===== config.mk =====
export PLATFORM = sky130hd
export DESIGN_NAME = duart_host_front
export DESIGN_NICKNAME = d
export VERILOG_FILES = /design/src/logic/duart_front_pkg.sv /design/src/logic/duart_host_front.sv
export SDC_FILE = /design/constraint.sdc
export NUM_CORES = 1
export LEC_CHECK = 0
export BUFFER_PORTS_ARGS = -buffer_cell sky130_fd_sc_hd__buf_4
export CORE_MARGIN = 5
export CORE_UTILIZATION = 47
export CTS_BUF_LIST = sky130_fd_sc_hd__clkbuf_16
export DETAILED_ROUTE_END_ITERATION = 10
export GPL_TIMING_DRIVEN = 0
export PLACE_DENSITY = 0.74
export SLEW_MARGIN = 10
export SYNTH_ARGS = -nofsm -noshare
export SYNTH_HDL_FRONTEND = slang
export SYNTH_SLANG_ARGS = --single-unit
export TNS_END_PERCENT = 5

===== constraint.sdc =====
create_clock -name clock_i -period 1.38 [get_ports clock_i]
set_input_delay 0 -clock clock_i [delete_from_list [all_inputs] [get_ports clock_i]]
set_output_delay 0 -clock clock_i [all_outputs]
set_load 0.03 [all_outputs]

===== src/logic/duart_front_pkg.sv =====
`default_nettype none
package duart_front_pkg;
  localparam int DATA_W = 8;
  localparam int ADDR_W = 3;
  localparam int CHAN_N = 2;
  // bit positions inside the fractional divisor register
  localparam int FRAC_RS485_BIT = 6;
  localparam int FRAC_IR_BIT = 7;
  // reset pulse qualification
  localparam int CLK_PERIOD_NS = 40;
  localparam int RESET_MIN_NS = 40;
  localparam int RESET_MIN_CYC = (RESET_MIN_NS + CLK_PERIOD_NS - 1) / CLK_PERIOD_NS;
  localparam int RESET_CNT_W = 4;
  // direction output levels on the request-to-send pin
  localparam logic DIR_RECEIVE = 1'b1;
  localparam logic DIR_TRANSMIT = 1'b0;
  // levels forced during reset
  localparam logic SER_IDLE = 1'b1;
  localparam logic RTS_INACTIVE = 1'b1;
  localparam logic [DATA_W-1:0] DATA_IDLE = 8'h00;
  localparam logic [ADDR_W-1:0] ADDR_IDLE = 3'h0;
endpackage : duart_front_pkg
`default_nettype wire


===== src/logic/duart_host_front.sv =====
// Functional notes
// - bus style input high selects dual chip selects; low selects single select plus address bit.
// - reset pin is active high in dual-select style, active low in single-select style.
// - reset pulse of at least 40 ns resets registers and outputs of both channels.
// - during reset transmit held high, receive ignored, other outputs in reset state.
// - half-duplex strap low starts both channels with automatic direction control.
// - software clears fractional divisor bit 6 to turn direction control off.
// - infrared strap low starts infrared mode; clearing divisor bit 7 leaves it.
// - direction goes to receive once the last stop bit has left the transmitter.
// - direction goes to transmit as soon as a byte loads into the transmitter.
// - without strap, direction control stays off until software writes bit 6 high.
// - direction output high means receive, low means transmit.
// - host port carries 8 data bits, 3 address lines, read and write strobes.
// - bus accesses are sampled on clock_i through the pin synchronisers, so the clock must run for them.
// - both channels share one host data bus; select logic picks the responder.
// - dual style: each select low picks its channel, both low picks both for a write and neither for a read.
// - single style: select low with address bit 0 picks A, 1 picks B.
// - address bit is ignored in the dual-select style.
`default_nettype none
module duart_host_front #(
  parameter int RST_CYC = duart_front_pkg::RESET_MIN_CYC
) (
  input wire logic clock_i,
  input wire logic rst_i,
  input wire logic bus_style_i,
  input wire logic reset_pin_i,
  input wire logic chan_a_select_n_i,
  input wire logic chan_b_select_n_i,
  input wire logic channel_address_bit_i,
  input wire logic [duart_front_pkg::ADDR_W-1:0] addr_i,
  input wire logic read_strobe_n_i,
  input wire logic write_strobe_n_i,
  input wire logic [duart_front_pkg::DATA_W-1:0] data_i,
  output logic [duart_front_pkg::DATA_W-1:0] data_o,
  output logic data_oe_o,
  input wire logic [duart_front_pkg::DATA_W-1:0] chan_rdata_a_i,
  input wire logic [duart_front_pkg::DATA_W-1:0] chan_rdata_b_i,
  output logic [duart_front_pkg::CHAN_N-1:0] chan_rd_o,
  output logic [duart_front_pkg::CHAN_N-1:0] chan_wr_o,
  output logic [duart_front_pkg::ADDR_W-1:0] chan_addr_o,
  output logic [duart_front_pkg::DATA_W-1:0] chan_wdata_o,
  output logic chan_reset_o,
  input wire logic half_duplex_strap_n_i,
  input wire logic infrared_strap_n_i,
  input wire logic [duart_front_pkg::CHAN_N-1:0] frac_div_we_i,
  input wire logic [duart_front_pkg::DATA_W-1:0] frac_div_wdata_i,
  input wire logic [duart_front_pkg::CHAN_N-1:0] rts_n_i,
  input wire logic [duart_front_pkg::CHAN_N-1:0] tx_i,
  input wire logic [duart_front_pkg::CHAN_N-1:0] tx_load_i,
  input wire logic [duart_front_pkg::CHAN_N-1:0] tx_empty_i,
  input wire logic [duart_front_pkg::CHAN_N-1:0] rx_i,
  output logic [duart_front_pkg::CHAN_N-1:0] rx_o,
  output logic [duart_front_pkg::CHAN_N-1:0] tx_o,
  output logic [duart_front_pkg::CHAN_N-1:0] rts_n_o,
  output logic [duart_front_pkg::CHAN_N-1:0] rs485_mode_o,
  output logic [duart_front_pkg::CHAN_N-1:0] ir_mode_o
);

  localparam int DW = duart_front_pkg::DATA_W;
  localparam int AW = duart_front_pkg::ADDR_W;
  localparam int CN = duart_front_pkg::CHAN_N;
  localparam int CW = duart_front_pkg::RESET_CNT_W;
  localparam int PW = 9 + AW + DW + CN;

  // refused at elaboration: the counter must be able to reach RST_CYC
  if (RST_CYC < 1 || RST_CYC >= (1 << CW)) begin : g_bad_rst_cyc
    $error("RST_CYC out of range for the reset counter");
  end
  // the select decode and the write select latch pack exactly two channels
  if (CN != 2) begin : g_bad_chan_n
    $error("channel select decode serves exactly two channels");
  end

  ////////////////////////////////////////////////////////////////////////////
  // pin synchronisers: every pin input crosses two flip-flops

  logic [PW-1:0] pins_meta_r;
  logic [PW-1:0] pins_r;
  logic [PW-1:0] pins_raw;

  assign pins_raw = {bus_style_i, reset_pin_i, chan_a_select_n_i, chan_b_select_n_i, channel_address_bit_i,
                     read_strobe_n_i, write_strobe_n_i, half_duplex_strap_n_i, infrared_strap_n_i,
                     addr_i, data_i, rx_i};

  always_ff @(posedge clock_i) begin
    pins_meta_r <= pins_raw;
    pins_r <= pins_meta_r;
  end

  logic style_s;
  logic rst_pin_s;
  logic csa_n_s;
  logic csb_n_s;
  logic abit_s;
  logic rd_n_s;
  logic wr_n_s;
  logic hd_strap_n_s;
  logic ir_strap_n_s;
  logic [AW-1:0] addr_s;
  logic [DW-1:0] data_s;
  logic [CN-1:0] rx_s;

  assign {style_s, rst_pin_s, csa_n_s, csb_n_s, abit_s, rd_n_s, wr_n_s, hd_strap_n_s, ir_strap_n_s,
          addr_s, data_s, rx_s} = pins_r;

  ////////////////////////////////////////////////////////////////////////////
  // reset pin qualification

  logic pin_active;
  logic [CW-1:0] rst_cnt_r;
  logic dev_rst_r;
  logic in_rst;

  // limitation: the pin is sampled once a clock, so a pulse shorter than a
  // period may slip between two samples; the minimum pulse covers one period
  assign pin_active = style_s ? rst_pin_s : ~rst_pin_s;
  assign in_rst = rst_i | dev_rst_r;

  always_ff @(posedge clock_i) begin
    if (rst_i || !pin_active) begin
      rst_cnt_r <= '0;
    end else if (rst_cnt_r != CW'(RST_CYC)) begin
      rst_cnt_r <= rst_cnt_r + CW'(1);
    end
  end

  // a pulse must be seen for the full minimum before it takes effect, then holds while active
  always_ff @(posedge clock_i) begin
    if (rst_i) begin
      dev_rst_r <= 1'b1;
    end else begin
      dev_rst_r <= pin_active && (rst_cnt_r >= CW'(RST_CYC - 1));
    end
  end

  always_ff @(posedge clock_i) begin
    chan_reset_o <= rst_i | dev_rst_r;
  end

  ////////////////////////////////////////////////////////////////////////////
  // channel select decode

  // decode runs on synchronised pins, so a select change costs two clocks
  // of latency but can never glitch a pulse into the wrong channel
  logic sel_a;
  logic sel_b;
  logic one_sel;

  always_comb begin
    if (style_s) begin
      sel_a = ~csa_n_s;
      sel_b = ~csb_n_s;
    end else begin
      sel_a = ~csa_n_s & ~abit_s;
      sel_b = ~csa_n_s & abit_s;
    end
  end

  // a read with both selected is illegal for the host; we simply stay off the bus
  assign one_sel = sel_a ^ sel_b;

  ////////////////////////////////////////////////////////////////////////////
  // host bus: reads

  logic rd_n_d_r;
  logic wr_n_d_r;
  logic rd_act;

  assign rd_act = ~rd_n_s & one_sel;

  always_ff @(posedge clock_i) begin
    if (in_rst) begin
      rd_n_d_r <= 1'b1;
      wr_n_d_r <= 1'b1;
    end else begin
      rd_n_d_r <= rd_n_s;
      wr_n_d_r <= wr_n_s;
    end
  end

  always_ff @(posedge clock_i) begin
    if (in_rst) begin
      data_oe_o <= 1'b0;
      data_o <= duart_front_pkg::DATA_IDLE;
    end else begin
      data_oe_o <= rd_act;
      if (rd_act) begin
        data_o <= sel_a ? chan_rdata_a_i : chan_rdata_b_i;
      end else begin
        data_o <= duart_front_pkg::DATA_IDLE;
      end
    end
  end

  // one read pulse per strobe so a popping register is read once
  always_ff @(posedge clock_i) begin
    if (in_rst) begin
      chan_rd_o <= '0;
    end else if (rd_n_d_r && !rd_n_s && one_sel) begin
      chan_rd_o <= {sel_b, sel_a};
    end else begin
      chan_rd_o <= '0;
    end
  end

  ////////////////////////////////////////////////////////////////////////////
  // host bus: writes commit on the trailing edge of the write strobe

  // committing on the trailing edge trades one clock of latency for data
  // that has settled for the whole strobe
  logic [CN-1:0] wr_sel_r;

  always_ff @(posedge clock_i) begin
    if (in_rst) begin
      chan_addr_o <= duart_front_pkg::ADDR_IDLE;
    end else if (!rd_n_s || !wr_n_s) begin
      chan_addr_o <= addr_s;
    end
  end

  // selects may rise with the strobe, so they are caught while it is still low
  always_ff @(posedge clock_i) begin
    if (in_rst) begin
      wr_sel_r <= '0;
      chan_wdata_o <= duart_front_pkg::DATA_IDLE;
    end else if (!wr_n_s) begin
      wr_sel_r <= {sel_b, sel_a};
      chan_wdata_o <= data_s;
    end
  end

  always_ff @(posedge clock_i) begin
    if (in_rst) begin
      chan_wr_o <= '0;
    end else if (!wr_n_d_r && wr_n_s) begin
      chan_wr_o <= wr_sel_r;
    end else begin
      chan_wr_o <= '0;
    end
  end

  ////////////////////////////////////////////////////////////////////////////
  // per-channel mode, direction control and serial gating

  genvar ch;
  generate
    for (ch = 0; ch < CN; ch++) begin : g_chan
      logic rs485_r;
      logic ir_r;
      logic dir_r;

      // straps are sampled on every reset cycle, so the last one before release counts
      always_ff @(posedge clock_i) begin
        if (in_rst) begin
          rs485_r <= ~hd_strap_n_s;
        end else if (frac_div_we_i[ch]) begin
          rs485_r <= frac_div_wdata_i[duart_front_pkg::FRAC_RS485_BIT];
        end
      end

      always_ff @(posedge clock_i) begin
        if (in_rst) begin
          ir_r <= ~ir_strap_n_s;
        end else if (frac_div_we_i[ch]) begin
          ir_r <= frac_div_wdata_i[duart_front_pkg::FRAC_IR_BIT];
        end
      end

      // a load in the same cycle as empty wins: the new byte must go out
      always_ff @(posedge clock_i) begin
        if (in_rst) begin
          dir_r <= duart_front_pkg::DIR_RECEIVE;
        end else if (tx_load_i[ch]) begin
          dir_r <= duart_front_pkg::DIR_TRANSMIT;
        end else if (tx_empty_i[ch]) begin
          dir_r <= duart_front_pkg::DIR_RECEIVE;
        end
      end

      always_ff @(posedge clock_i) begin
        if (in_rst) begin
          rts_n_o[ch] <= duart_front_pkg::RTS_INACTIVE;
          tx_o[ch] <= duart_front_pkg::SER_IDLE;
          rx_o[ch] <= duart_front_pkg::SER_IDLE;
          rs485_mode_o[ch] <= 1'b0;
          ir_mode_o[ch] <= 1'b0;
        end else begin
          rts_n_o[ch] <= rs485_r ? dir_r : rts_n_i[ch];
          tx_o[ch] <= tx_i[ch];
          rx_o[ch] <= rx_s[ch];
          rs485_mode_o[ch] <= rs485_r;
          ir_mode_o[ch] <= ir_r;
        end
      end
    end
  endgenerate

endmodule : duart_host_front
`default_nettype wire


==> run_results.csv <==
group,metric,value,unit
route,wirelength,5770,um
route,ant_nets,0,
route,via_per_inst,4.55,
die,io_pins,93,
global_route,antenna_found_initial,0,
timing,drv_slew,0,
power_and_ir_drop,p_leak,1.77,nW
timing,fmax,808,MHz
timing,tightest_slew,0.282,ns
setup_path,end_kind,"flip-flop",
clock_network,htree_levels,3,
clock_network,cts_tree,"yes",
timing,setup-tns-final,0,ns
placement,preCtsSetupSlack,0.0967,ns
global_route,grt_max_degree,17,
placement,gp_congestion,0.706,
route,vias,1906,
clock_network,cts_setup_buffers,0,
timing,clock_skew,0.00584,ns
placement,placed_cells,354,
synthesis,ys_ff_latch,90,
run,cap_violations,0,
timing,setup_violations,0,
clock_network,clkTransAtPathRegs,0.06,ns
clock_network,cts_buffer_depth,2,
final_layout,fin_util,0.790,
clock_network,numCtsBuffers,9,
global_route,grt-ovfl-total,0,
final_layout,insertedDiodeCount,0,
clock_network,worstSkewPairLatency,0.33,ns
clock_network,cts_root_buf,"clkbuf_16",
final_layout,final_layout_size_suffix_gt1_frac,0.352,
synthesis,ys_seq_area_frac,0.735,
timing,final-hold-violation-count,0,
die,die_y,83.0,um
status,status,"finished, final reports clean",
die,dieArea,0.00690,mm^2
final_layout,nets,402,
timing,hold_ws,0.0435,ns
synthesis,avgSynthCellArea,12.7,um^2
clock_network,cts.sinks,90,
placement,hpwl,3380,um
synthesis,synthesis.area,0.00251,mm^2
route,first_iter_violations,59,
route,drt-pass1-iter-count,4,
hold_path,min_path_type,"in2reg",
synthesis,ys_types,26,
setup_path,cp.arrival,1.48,ns
setup_path,crit_path_start_kind,"flip-flop",
synthesis,synth_cells,198,
die,die_w,83.0,um
timing,fin_ws,0.143,ns
die,rows,26,
placement,io_buffers,86,
timing,min_period,1.24,ns
setup_path,path_class,"reg2reg",
global_route,grt_use_total,0.176,
power_and_ir_drop,irDropWorstVdd,0.00102,V
route,wire_per_inst,13.8,um
timing,grt_setup_unrepaired,"false",
setup_path,r2r_setup_slack,0.14,ns
power_and_ir_drop,p_per_area,1440,mW/mm^2
timing,fin_crit_sh,0.897,
global_route,first_global_vias,1916,
die,start_util,0.488,
synthesis,synth_nets,256,
setup_path,worst-path-max-fanout,10,
setup_path,cp.required,1.63,ns
route,drc,0,
synthesis,yosys_warnings,0,
final_layout,area_growth_syn_to_layout,61.9,%
timing,max_slew_margin,0.811,
final_layout,fin_cells,419,
global_route,grt_pass1_wl,9690,um
die,core-area,0.00514,mm^2
path summary, 6_finish.rpt:
path / start / to / depth (start not counted)
max: dev_rst_r$_SDFF_PP1_ / data_o[2]$_SDFF_PP0_ / 3
min: frac_div_wdata_i[6] / g_chan[1].rs485_r$_DFFE_PP_ / 3
max reg2reg: dev_rst_r$_SDFF_PP1_ / data_o[2]$_SDFF_PP0_ / 3
min reg2reg: pins_meta_r[15]$_DFF_P_ / pins_r[15]$_DFF_P_ / 0
registers in the layout, summed over array words and instances (netlist names), 2 cells and up:
register	count
chan_addr_o	3
chan_rd_o	2
chan_wdata_o	8
chan_wr_o	2
data_o	8
g_chan.dir_r	2
g_chan.ir_r	2
g_chan.rs485_r	2
ir_mode_o	2
pins_meta_r	22
pins_r	22
rs485_mode_o	2
rts_n_o	2
rx_o	2
tx_o	2
wr_sel_r	2
synth_stat cells, drive strengths merged:
cell type | count | area [um^2]
nand3 | 13 | 65.1
inv | 2 | 7.51
nor3 | 4 | 30.0
clkbuf | 1 | 5.00
a21oi | 7 | 35.0
xnor2 | 1 | 8.76
edfxtp | 4 | 120
or3 | 7 | 48.8
nand2b | 2 | 12.5
clkinv | 1 | 3.75
dfxtp | 86 | 1720
and2 | 4 | 25.0
nor2b | 1 | 6.26
nor3b | 1 | 7.51
xor2 | 1 | 8.76
a211oi | 8 | 90.1
o21ai | 12 | 60.1
nand2 | 9 | 33.8
buf | 8 | 52.6
nor2 | 15 | 56.3
mux2i | 10 | 100
and2b | 1 | 8.76
critical path: stages, from the launching register on:
cell      delay (ns)
dfxtp_1         0.38
or3_4           0.42
buf_6           0.16
a211oi_2        0.19
metrics by stage:
stage               power [mW]  cell area [um^2]
CTS                       5.88              4060
detailed placement        3.18              3240
global placement          3.17              3240
global route              6.04              4060
floorplan                 3.00              2510
finish                    5.84              4060
report_power, final:
| group | total [mW] | switching, mW | internal (mW) | leakage [nW] |
|---|---|---|---|---|
| Clock | 2.59 | 0.990 | 1.60 | 0.162 |
| Combinational | 0.472 | 0.201 | 0.271 | 0.858 |
| Sequential | 2.77 | 0.0405 | 2.73 | 0.754 |
placed cells by master, fill, tap and decap left out, drive strengths merged:
master        n
buf          94
dfxtp        86
dlygate4sd3  49
nor2         15
nand3        13
o21ai        12
mux2i        10
clkbuf       10
nand2         9
a211oi        8
a21oi         7
or3           7
inv           6
and2          4
edfxtp        4
nor3          4
nand2b        2
bufinv        2
clkinv        2
nor2b         1
and2b         1
xnor2         1
xor2          1
nor3b         1
cell type report:
| class | count | area (um^2) |
|---|---|---|
| clock inverter | 7 | 100 |
| inverter | 3 | 11.3 |
| clock buffer | 9 | 225 |
| multi-input combinational | 96 | 599 |
| fill | 314 | 1080 |
| timing repair buffer | 135 | 1140 |
| sequential | 90 | 1840 |
| buffer | 9 | 57.6 |
| tap | 70 | 87.6 |
kinds of logic (layout without fill, tap and decap cells):
group	count (synthesis)	after routing	share of synthesized area
xor+xnor	2	2	0.00699
flops	90	90	0.735
compound gates	27	27	0.0738
buf+inv	12	163	0.0274
simple gates	57	57	0.117
mux	10	10	0.0399
layer usage:
metal / global-route usage / wire, um
met1: 0.201 / 2230
met5: 0 / 0
met2: 0.305 / 3050
met4: 0.0758 / 93
met3: 0.0525 / 395
timing repair:
action	in CTS	in global routing
gates resized for setup	0	2
setup endpoints to repair	0	17
endpoints found under the hold margin	43	0
hold buffers	49	0
(Power assumes the default switching activity.)
